[src/hw/mpt_defines.svh]
// register offsets, field positions, reset values of the motor pwm timer
// assumes an apb slave with byte addresses on paddr[7:0]
`ifndef MPT_DEFINES_SVH
`define MPT_DEFINES_SVH

`define MPT_A_CTRL      8'h00
`define MPT_A_PRESC     8'h04
`define MPT_A_RELOAD    8'h08
`define MPT_A_COUNT     8'h0c
`define MPT_A_CHCFG     8'h10
`define MPT_A_DEAD      8'h14
`define MPT_A_CCR0      8'h18
`define MPT_A_STATUS    8'h28
`define MPT_A_MASK      8'h2c
`define MPT_A_DMAEN     8'h30

`define MPT_NCH         4
`define MPT_ST_UPD      0
`define MPT_ST_CC0      1
`define MPT_ST_W        5

`define MPT_RELOAD_RST  16'hffff
`define MPT_PRESC_RST   16'h0000
`define MPT_DEAD_RST    8'h00

`endif

[src/hw/mpt_pkg.sv]
// types shared by the motor pwm timer and its channel slice
// assumes mpt_defines.svh is on the include path
`include "mpt_defines.svh"

package mpt_pkg;

    typedef enum logic [1:0] {MPT_UP, MPT_DOWN, MPT_CENTER} mpt_count_t;
    typedef enum logic [1:0] {MPT_BASIC, MPT_GENERAL, MPT_ADVANCED} mpt_kind_t;
    typedef enum logic [1:0] {MPT_TRIG_OFF, MPT_TRIG_RESTART,
                              MPT_TRIG_CLOCK} mpt_trig_t;
    typedef enum logic [1:0] {MPT_CH_OFF, MPT_CH_CAPTURE, MPT_CH_TOGGLE,
                              MPT_CH_PWM} mpt_chmode_t;

    // control register, bit 0 is en
    typedef struct packed {
        mpt_trig_t  trig;
        mpt_kind_t  kind;
        logic       comp;
        logic       freeze;
        logic       opm;
        mpt_count_t mode;
        logic       en;
    } mpt_ctrl_t;

    typedef struct packed {
        logic        pol;
        mpt_chmode_t mode;
    } mpt_chcfg_t;

    typedef struct packed {
        logic        psel;
        logic        penable;
        logic        pwrite;
        logic [7:0]  paddr;
        logic [31:0] pwdata;
    } mpt_apb_req_t;

    typedef struct packed {
        logic [31:0] prdata;
        logic        pready;
        logic        pslverr;
    } mpt_apb_rsp_t;

    typedef struct packed {
        logic update_trig;
        logic adc_regular;
        logic adc_inject;
        logic link_out;
    } mpt_evt_t;

    typedef struct packed {
        logic [2:0] sync;
        logic       filt;
        logic       ref_lvl;
        logic [7:0] dt;
        logic       out;
        logic       out_n;
        logic       cap_ev;
        logic       cmp_ev;
    } mpt_ch_state_t;

    typedef struct packed {
        mpt_ctrl_t              ctrl;
        logic [15:0]            presc;
        logic [15:0]            reload;
        logic [15:0]            cnt;
        logic [15:0]            psc;
        logic                   dir;
        mpt_chcfg_t [3:0]       chcfg;
        logic [7:0]             dead;
        logic [3:0][15:0]       ccr;
        logic [`MPT_ST_W-1:0]   st;
        logic [`MPT_ST_W-1:0]   mask;
        logic [`MPT_ST_W-1:0]   dmaen;
        logic                   irq;
        logic [`MPT_ST_W-1:0]   dma;
        mpt_evt_t               evt;
        mpt_apb_rsp_t           rsp;
    } mpt_state_t;

endpackage : mpt_pkg

[src/hw/mpt_channel.sv]
// one capture/compare channel with dead-time and complementary output
// assumes cap_pin is asynchronous; cnt, ccr and tick come from sys_clk
`timescale 1ns/10ps

module mpt_channel (
    input  wire logic               sys_clk,
    input  wire logic               rst,
    input  wire logic               tick,
    input  wire logic [15:0]        cnt,
    input  wire logic [15:0]        ccr,
    input  mpt_pkg::mpt_chcfg_t     cfg,
    input  wire logic               comp_en,
    input  wire logic [7:0]         dead,
    input  wire logic               cap_pin,
    output logic                    out,
    output logic                    out_n,
    output logic                    cap_ev,
    output logic                    cmp_ev
);
    import mpt_pkg::*;

    mpt_ch_state_t c_r;
    mpt_ch_state_t c_nxt;
    logic          match;

    always_comb begin
        c_nxt = c_r;
        match = tick && (cnt == ccr);
        c_nxt.sync = {c_r.sync[1:0], cap_pin};
        // level moves only when stages two and three agree
        if (c_r.sync[1] == c_r.sync[2]) begin
            c_nxt.filt = c_r.sync[2];
        end
        c_nxt.cap_ev = (cfg.mode == MPT_CH_CAPTURE) &&
                       (c_nxt.filt != c_r.filt) &&
                       (c_nxt.filt != cfg.pol);
        c_nxt.cmp_ev = match && (cfg.mode == MPT_CH_TOGGLE ||
                                 cfg.mode == MPT_CH_PWM);
        unique case (cfg.mode)
            MPT_CH_TOGGLE: begin
                if (match) begin
                    c_nxt.ref_lvl = ~c_r.ref_lvl;
                end
            end
            // ccr 0 is always off, ccr above reload always on
            MPT_CH_PWM:    c_nxt.ref_lvl = (cnt < ccr) ^ cfg.pol;
            default:       c_nxt.ref_lvl = cfg.pol;
        endcase
        // both sides idle for dead cycles after each reference edge
        if (c_nxt.ref_lvl != c_r.ref_lvl) begin
            c_nxt.dt = dead;
        end else if (c_r.dt != 8'h00) begin
            c_nxt.dt = c_r.dt - 8'h01;
        end
        if (comp_en) begin
            c_nxt.out   = c_nxt.ref_lvl & (c_nxt.dt == 8'h00);
            c_nxt.out_n = ~c_nxt.ref_lvl & (c_nxt.dt == 8'h00);
        end else begin
            c_nxt.out   = c_nxt.ref_lvl;
            c_nxt.out_n = 1'b0;
        end
    end

    always_ff @(posedge sys_clk) begin
        if (rst) begin
            c_r <= '0;
        end else begin
            c_r <= c_nxt;
        end
    end

    assign out    = c_r.out;
    assign out_n  = c_r.out_n;
    assign cap_ev = c_r.cap_ev;
    assign cmp_ev = c_r.cmp_ev;

endmodule : mpt_channel

[src/hw/mpt_timer.sv]
// motor pwm timer: one 16-bit timer that software sets up as basic,
// general-purpose or advanced, with four channels and an apb slave
// assumes apb master on sys_clk; link_in comes from a sibling timer on
// the same clock; dbg_halt is the core's halted level, same clock
//
// Notes on behaviour
// - the counter is 16 bits, reloads by itself and counts up, down or center.
// - a 16-bit prescaler divides the counter clock by presc plus one.
// - four channels each do capture, compare, pwm or one-pulse output.
// - the advanced kind has the same four channels with edge or center pwm.
// - complementary pairs get a programmable dead-time at each switch.
// - three channel pairs give the six outputs of a three-phase bridge.
// - pwm duty reaches from always off to always on.
// - the advanced kind without complement acts as a general-purpose timer, except that its events start adc injection.
// - with freeze set the counter stops while the core is halted in debug.
// - update goes out to other timers and their events restart or clock us.
// - each timer raises its own dma requests from its own events.
// - the basic kind counts up only and has its channels turned off.
// - only the advanced kind drives complementary outputs.
// - update events trigger the dac and also raise a dma request.
// - general kind events start adc regular, advanced ones adc injection.
`timescale 1ns/10ps

module mpt_timer (
    input  wire logic               sys_clk,
    input  wire logic               rst,
    input  mpt_pkg::mpt_apb_req_t   apb_req,
    output mpt_pkg::mpt_apb_rsp_t   apb_rsp,
    input  wire logic               dbg_halt,
    input  wire logic               link_in,
    input  wire logic [3:0]         cap_pin,
    output logic [3:0]              pwm_out,
    output logic [3:0]              pwm_out_n,
    output logic                    irq,
    output logic [4:0]              dma_req,
    output mpt_pkg::mpt_evt_t       evt
);
    import mpt_pkg::*;

    mpt_state_t             s_r;
    mpt_state_t             s_nxt;
    mpt_chcfg_t [3:0]       cfg_eff;
    logic                   comp_en;
    logic [3:0]             cap_ev;
    logic [3:0]             cmp_ev;
    logic                   tick;
    logic                   run;
    logic                   upd;
    logic                   setup;
    logic                   wr;
    mpt_count_t             cmode;
    logic [`MPT_ST_W-1:0]   set;
    logic [`MPT_ST_W-1:0]   clr;
    logic [31:0]            wd;

    function automatic logic mpt_hit(input logic [7:0] a);
        logic ok;
        ok = (a == `MPT_A_CTRL)   || (a == `MPT_A_PRESC) ||
             (a == `MPT_A_RELOAD) || (a == `MPT_A_COUNT) ||
             (a == `MPT_A_CHCFG)  || (a == `MPT_A_DEAD)  ||
             (a == `MPT_A_STATUS) || (a == `MPT_A_MASK)  ||
             (a == `MPT_A_DMAEN);
        for (int i = 0; i < `MPT_NCH; i++) begin
            if (a == `MPT_A_CCR0 + 8'(4 * i)) begin
                ok = 1'b1;
            end
        end
        return ok;
    endfunction : mpt_hit

    function automatic logic [31:0] mpt_read(input mpt_state_t s,
                                             input logic [7:0] a);
        logic [31:0] d;
        d = 32'h0000_0000;
        unique case (a)
            `MPT_A_CTRL:   d = 32'(s.ctrl);
            `MPT_A_PRESC:  d = {16'h0000, s.presc};
            `MPT_A_RELOAD: d = {16'h0000, s.reload};
            `MPT_A_COUNT:  d = {16'h0000, s.cnt};
            `MPT_A_CHCFG:  d = 32'(s.chcfg);
            `MPT_A_DEAD:   d = {24'h000000, s.dead};
            `MPT_A_STATUS: d = 32'(s.st);
            `MPT_A_MASK:   d = 32'(s.mask);
            `MPT_A_DMAEN:  d = 32'(s.dmaen);
            default: begin
                for (int i = 0; i < `MPT_NCH; i++) begin
                    if (a == `MPT_A_CCR0 + 8'(4 * i)) begin
                        d = {16'h0000, s.ccr[i]};
                    end
                end
            end
        endcase
        return d;
    endfunction : mpt_read

    // channel modes are forced off on the basic kind
    always_comb begin
        for (int i = 0; i < `MPT_NCH; i++) begin
            cfg_eff[i] = s_r.chcfg[i];
            if (s_r.ctrl.kind == MPT_BASIC) begin
                cfg_eff[i] = '0;
            end
        end
    end

    assign comp_en = s_r.ctrl.comp &&
                     (s_r.ctrl.kind == MPT_ADVANCED);

    for (genvar g = 0; g < `MPT_NCH; g++) begin : g_ch
        mpt_channel u_ch (
            .sys_clk (sys_clk),
            .rst     (rst),
            .tick    (tick),
            .cnt     (s_r.cnt),
            .ccr     (s_r.ccr[g]),
            .cfg     (cfg_eff[g]),
            .comp_en (comp_en),
            .dead    (s_r.dead),
            .cap_pin (cap_pin[g]),
            .out     (pwm_out[g]),
            .out_n   (pwm_out_n[g]),
            .cap_ev  (cap_ev[g]),
            .cmp_ev  (cmp_ev[g])
        );
    end

    always_comb begin
        s_nxt = s_r;
        upd   = 1'b0;
        tick  = 1'b0;
        clr   = '0;
        wd    = apb_req.pwdata;
        setup = apb_req.psel & ~apb_req.penable;
        wr    = apb_req.psel & apb_req.penable & apb_req.pwrite &
                s_r.rsp.pready & mpt_hit(apb_req.paddr);

        // halted core freezes prescaler and counter alike
        run   = s_r.ctrl.en & ~(s_r.ctrl.freeze & dbg_halt);
        cmode = (s_r.ctrl.kind == MPT_BASIC) ? MPT_UP
                                             : s_r.ctrl.mode;

        if (run) begin
            if (s_r.ctrl.trig == MPT_TRIG_CLOCK) begin
                tick = link_in;
            // a count left above a smaller new divider wraps at once
            end else if (s_r.psc >= s_r.presc) begin
                s_nxt.psc = 16'h0000;
                tick      = 1'b1;
            end else begin
                s_nxt.psc = s_r.psc + 16'h0001;
            end
        end

        if (tick) begin
            unique case (cmode)
                MPT_UP: begin
                    if (s_r.cnt >= s_r.reload) begin
                        s_nxt.cnt = 16'h0000;
                        upd       = 1'b1;
                    end else begin
                        s_nxt.cnt = s_r.cnt + 16'h0001;
                    end
                end
                MPT_DOWN: begin
                    if (s_r.cnt == 16'h0000) begin
                        s_nxt.cnt = s_r.reload;
                        upd       = 1'b1;
                    end else begin
                        s_nxt.cnt = s_r.cnt - 16'h0001;
                    end
                end
                MPT_CENTER: begin
                    if (!s_r.dir && s_r.cnt >= s_r.reload) begin
                        s_nxt.dir = 1'b1;
                        s_nxt.cnt = (s_r.reload == 16'h0000) ? 16'h0000
                                  : s_r.reload - 16'h0001;
                        upd       = 1'b1;
                    end else if (s_r.dir && s_r.cnt == 16'h0000) begin
                        s_nxt.dir = 1'b0;
                        s_nxt.cnt = (s_r.reload == 16'h0000) ? 16'h0000
                                  : 16'h0001;
                        upd       = 1'b1;
                    end else if (s_r.dir) begin
                        s_nxt.cnt = s_r.cnt - 16'h0001;
                    end else begin
                        s_nxt.cnt = s_r.cnt + 16'h0001;
                    end
                end
                default: s_nxt.cnt = s_r.cnt;
            endcase
        end

        // one-pulse: counting stops at update, channel outputs keep following the stopped count
        if (upd && s_r.ctrl.opm) begin
            s_nxt.ctrl.en = 1'b0;
        end

        // link restart: rearm and start, a sibling update lines us up
        if (s_r.ctrl.trig == MPT_TRIG_RESTART && link_in) begin
            s_nxt.cnt     = (cmode == MPT_DOWN) ? s_r.reload
                                                : 16'h0000;
            s_nxt.psc     = 16'h0000;
            s_nxt.dir     = 1'b0;
            s_nxt.ctrl.en = 1'b1;
        end

        // capture stores the count seen when the filtered edge lands
        for (int i = 0; i < `MPT_NCH; i++) begin
            if (cap_ev[i]) begin
                s_nxt.ccr[i] = s_r.cnt;
            end
        end

        set = {cap_ev | cmp_ev, upd};

        // software writes win over the counter and over hardware en clear
        if (wr) begin
            unique case (apb_req.paddr)
                `MPT_A_CTRL:   s_nxt.ctrl   = mpt_ctrl_t'(wd[9:0]);
                `MPT_A_PRESC:  s_nxt.presc  = wd[15:0];
                `MPT_A_RELOAD: s_nxt.reload = wd[15:0];
                `MPT_A_COUNT:  s_nxt.cnt    = wd[15:0];
                `MPT_A_CHCFG:  s_nxt.chcfg  = wd[11:0];
                `MPT_A_DEAD:   s_nxt.dead   = wd[7:0];
                `MPT_A_STATUS: clr          = wd[`MPT_ST_W-1:0];
                `MPT_A_MASK:   s_nxt.mask   = wd[`MPT_ST_W-1:0];
                `MPT_A_DMAEN:  s_nxt.dmaen  = wd[`MPT_ST_W-1:0];
                default: begin
                    for (int i = 0; i < `MPT_NCH; i++) begin
                        if (apb_req.paddr == `MPT_A_CCR0 + 8'(4 * i)) begin
                            s_nxt.ccr[i] = wd[15:0];
                        end
                    end
                end
            endcase
        end

        // a flag set in the clearing cycle stays set
        s_nxt.st  = (s_r.st & ~clr) | set;
        s_nxt.irq = |(s_nxt.st & s_r.mask);
        s_nxt.dma = set & s_r.dmaen;

        s_nxt.evt.update_trig = upd;
        s_nxt.evt.link_out    = upd;
        s_nxt.evt.adc_regular = (s_r.ctrl.kind == MPT_GENERAL) &&
                                (upd || cmp_ev[0]);
        s_nxt.evt.adc_inject  = (s_r.ctrl.kind == MPT_ADVANCED) &&
                                (upd || cmp_ev[0]);

        // zero-wait slave: data is latched in setup, ready in access
        s_nxt.rsp.pready  = setup;
        s_nxt.rsp.pslverr = setup & ~mpt_hit(apb_req.paddr);
        s_nxt.rsp.prdata  = (setup & ~apb_req.pwrite)
                          ? mpt_read(s_r, apb_req.paddr) : 32'h0000_0000;
    end

    always_ff @(posedge sys_clk) begin
        if (rst) begin
            s_r        <= '0;
            s_r.reload <= `MPT_RELOAD_RST;
            s_r.presc  <= `MPT_PRESC_RST;
            s_r.dead   <= `MPT_DEAD_RST;
        end else begin
            s_r <= s_nxt;
        end
    end

    assign apb_rsp = s_r.rsp;
    assign irq     = s_r.irq;
    assign dma_req = s_r.dma;
    assign evt     = s_r.evt;

endmodule : mpt_timer

[config.mk]
export PLATFORM = sky130hd
export DESIGN_NAME = mpt_timer
export DESIGN_NICKNAME = d
export VERILOG_FILES = /design/src/hw/mpt_pkg.sv /design/src/hw/mpt_channel.sv /design/src/hw/mpt_timer.sv
export VERILOG_INCLUDE_DIRS = /design/src /design/src/hw
export SDC_FILE = /design/constraint.sdc
export NUM_CORES = 1
export LEC_CHECK = 0
export CAP_MARGIN = 20
export CORE_UTILIZATION = 55
export CTS_CLUSTER_DIAMETER = 100
export DETAILED_ROUTE_END_ITERATION = 10
export DONT_BUFFER_PORTS = 1
export MAX_ROUTING_LAYER = met4
export PLACE_DENSITY = 0.81
export SYNTH_ARGS = -nofsm -noshare
export SYNTH_HDL_FRONTEND = slang
export SYNTH_SLANG_ARGS = --single-unit
[constraint.sdc]
create_clock -name sys_clk -period 3 [get_ports sys_clk]
set_clock_uncertainty 0.1 [all_clocks]
set_input_delay 0.6 -clock sys_clk [delete_from_list [all_inputs] [get_ports sys_clk]]
set_output_delay 0.6 -clock sys_clk [all_outputs]
set_load 0.01 [all_outputs]
==> metrics.cfg <==
[logic_synthesis]
synth.distinct_cells=81
synthFlopType=dfxtp_1
async_reset_ff_frac=0
synth_area_leader_cell=dfxtp_1
synth_top_cell_area_share=0.315
syn_area_mm2=0.0171
synth_seq_cells=269
yosysWarnings=0
avgSynthCellArea_um2=7.93
postSynthCellCount=2159
ys_top_cells_by_count=dfxtp_1, nor2_1, nand2_1, a21oi_1, inv_1
synth-edff-count=0
synthTopCellsByArea=dfxtp_1, ha_1, mux2i_1, nor2_1, nand2_1
yosysMostFrequentCell=dfxtp_1
yosysSeqAreaShare=0.315

[floorplan]
die_h_um=178
core_area_mm2=0.0306
io-pin-count=103
dieArea_mm2=0.0318
die_w_um=178
rows=64
start_util=0.560

[routing]
first_iter_violations=2360
wl_per_cell_um=23.7
drt-total-wl_um=63200
drtAntennaViolNets=0
dr_total_vias=17400
viasPerCell=6.51
drc=0
drtPass1Iterations=9

[sta]
layout_setup_ws_ps=16.3
worst_slew_pin_slew_ps=691
fmax_ghz=0.335
finalCriticalPeriod_ps=2980
setup_viol=0
relSlewSlack=0.539
finalCritPeriodShare=0.995
grt_setup_unrepaired=yes
hold_violations=0
finalMaxSlewViolations=0

[placed_design]
place_hpwl_um=45700
gp_congestion=1.02
port_buffers=0
dp_slack_ps=-115

[global_route]
antenna_found_initial=3
grt_pass1_wl_um=93800
grt_max_degree=199
grt_overflow_total=0
grt_use_total=0.399
grt_pass1_vias=16000

[finish]
fillers=2540
nets=2405
final_util=0.650
drive_above_1_share=0.158
areaGrowthSynthToFinish_pct=16.1

[clocking]
clk_pin_slew_ps=60
cts.sinks=269
cts_hold_buf=0
insertion_delay_ps=580
cts_made_buffers=30
clock-root-buffer=clkbuf_16
cts_tree=yes
h-tree-depth=1
cts_buffer_depth=3

[run_status]
status=finished clean

[pwr]
power_mw=9.09
combPwrFrac=0.154
clkPwrFrac=0.417
p_leak_nw=7.68
p_seq_frac=0.428
p_int_mw=6.65
ir_worst_vdd_mv=0.403
p_sw_mw=2.45
p_per_area_mw_per_mm2=457
switching_share=0.269

[run]
maxCapViolations=0

[setup_path]
worstPathRequired_ps=3380
criticalPathCategory=reg -> reg
setup.worst_path.start_class=flop
crit_fanout=3
crit_arrival_ps=3360
end_kind=flop

[worst_hold_path]
hold_class=in -> reg

-- area by class of cell --
cell class | count | area [µm²] | share of cell area
diodes | 3 | 7.51 | 0.000378
inverters | 131 | 492 | 0.0247
clock buffers | 44 | 863 | 0.0434
clock inverters | 9 | 140 | 0.00705
multi-input cells | 1584 | 10700 | 0.536
repair buffers | 230 | 1820 | 0.0916
well taps | 396 | 495 | 0.0249
flip-flops and latches | 269 | 5410 | 0.272
-- metal layers --
| metal | GRT usage | vias to the layer above | wire, µm |
|---|---|---|---|
| li1 | - | 7890 | - |
| met1 | 0.531 | 8177 | 25900 |
| met2 | 0.559 | 1094 | 26000 |
| met3 | 0.0850 | 204 | 7640 |
| met4 | 0.213 | 0 | 3570 |
| met5 | - | - | 0 |
-- power by group through the flow --
stage | clock, mW | combinational [mW] | sequential, mW
after floorplan | 0 | 1.17 | 3.93
after global placement | 0 | 1.28 | 3.96
after detailed placement | 0 | 1.33 | 3.97
after CTS | 3.80 | 1.36 | 3.89
after global routing | 3.94 | 1.58 | 3.91
final | 3.80 | 1.40 | 3.90
-- cells by family after synthesis --
logic type / count (synthesis) / share of synthesized area
AND/OR/NAND/NOR: 725 / 0.202
AO/OA/AOI/OAI: 545 / 0.215
buffers and inverters: 321 / 0.0830
flip-flops: 269 / 0.315
multiplexers: 115 / 0.0676
adder cells (fa/ha/maj): 108 / 0.0789
XOR/XNOR: 75 / 0.0384
other: 1 / 0.000219
-- state kept, by name, summed over array words and instances, names as in the netlist --
register	count
s_r	174
g_ch.u_ch.c_r	44
apb_rsp	18
g_ch.u_ch.c_nxt	8
dma_req	5
g_ch.u_ch.cap_ev	4
g_ch.u_ch.cmp_ev	4
g_ch.u_ch.out	4
g_ch.u_ch.out_n	4
evt	3
irq	1
-- worst max-delay path, cell delays in order (launching register included) --
cell       delay, ps
dfxtp_2          340
inv_2             50
ha_4             270
nand2_2           80
nor3_4           210
or4b_4           510
a31o_4           260
a211o_1          320
xor2_1           250
a21oi_1          160
a2111oi_4        370
-- cell usage in the layout (no fill, tap or decap), drive strengths merged, types with 22 or more instances in the layout --
| cell | count |
|---|---|
| nand4 | 35 |
| o211ai | 35 |
| nand2 | 207 |
| ha | 108 |
| a21oi | 138 |
| xor2 | 25 |
| or3 | 22 |
| clkbuf | 44 |
| inv | 132 |
| a22oi | 33 |
| nor2b | 24 |
| nand3 | 54 |
| nor3 | 42 |
| buf | 230 |
| a31oi | 31 |
| nor2 | 228 |
| xnor2 | 50 |
| mux2i | 110 |
| dfxtp | 269 |
| a211oi | 85 |
| o21ai | 72 |
-- per-stage QoR --
stage               cell area (µm²)  hold slack (ps)  instances  TNS, ps
global route                  19900             18.0       2666     -594
detailed placement            18500              322       2603     -679
global placement              18500              325       2603    -25.9
floorplan                     17200              314       2174        0
CTS                           19600             5.57       2661    -62.6
finish                        19900             15.5       2666        0
-- worst paths after layout --
kind / cells after the start / from / end / slack (ps)
setup / recovery: 10 / s_r[203]$_SDFFE_PP0P_ / g_ch[0].u_ch.out_n$_SDFF_PP0_ / 20
hold / removal: 1 / apb_req[41] / apb_rsp[1]$_SDFF_PP0_ / 20
setup reg to reg: 10 / s_r[203]$_SDFFE_PP0P_ / g_ch[0].u_ch.out_n$_SDFF_PP0_ / 20
hold reg to reg: 1 / g_ch[1].u_ch.c_nxt[15]$_SDFF_PP0_ / g_ch[1].u_ch.c_nxt[16]$_SDFF_PP0_ / 340
-- timing repair --
item	in CTS	in global routing
setup endpoints to repair	24	52
gates cloned	0	1
endpoints found under the hold margin	0	0
gates resized for setup	25	56
buffers inserted	5	2
pin swaps	11	15
Note: power is estimated with default switching activity, not from simulation.
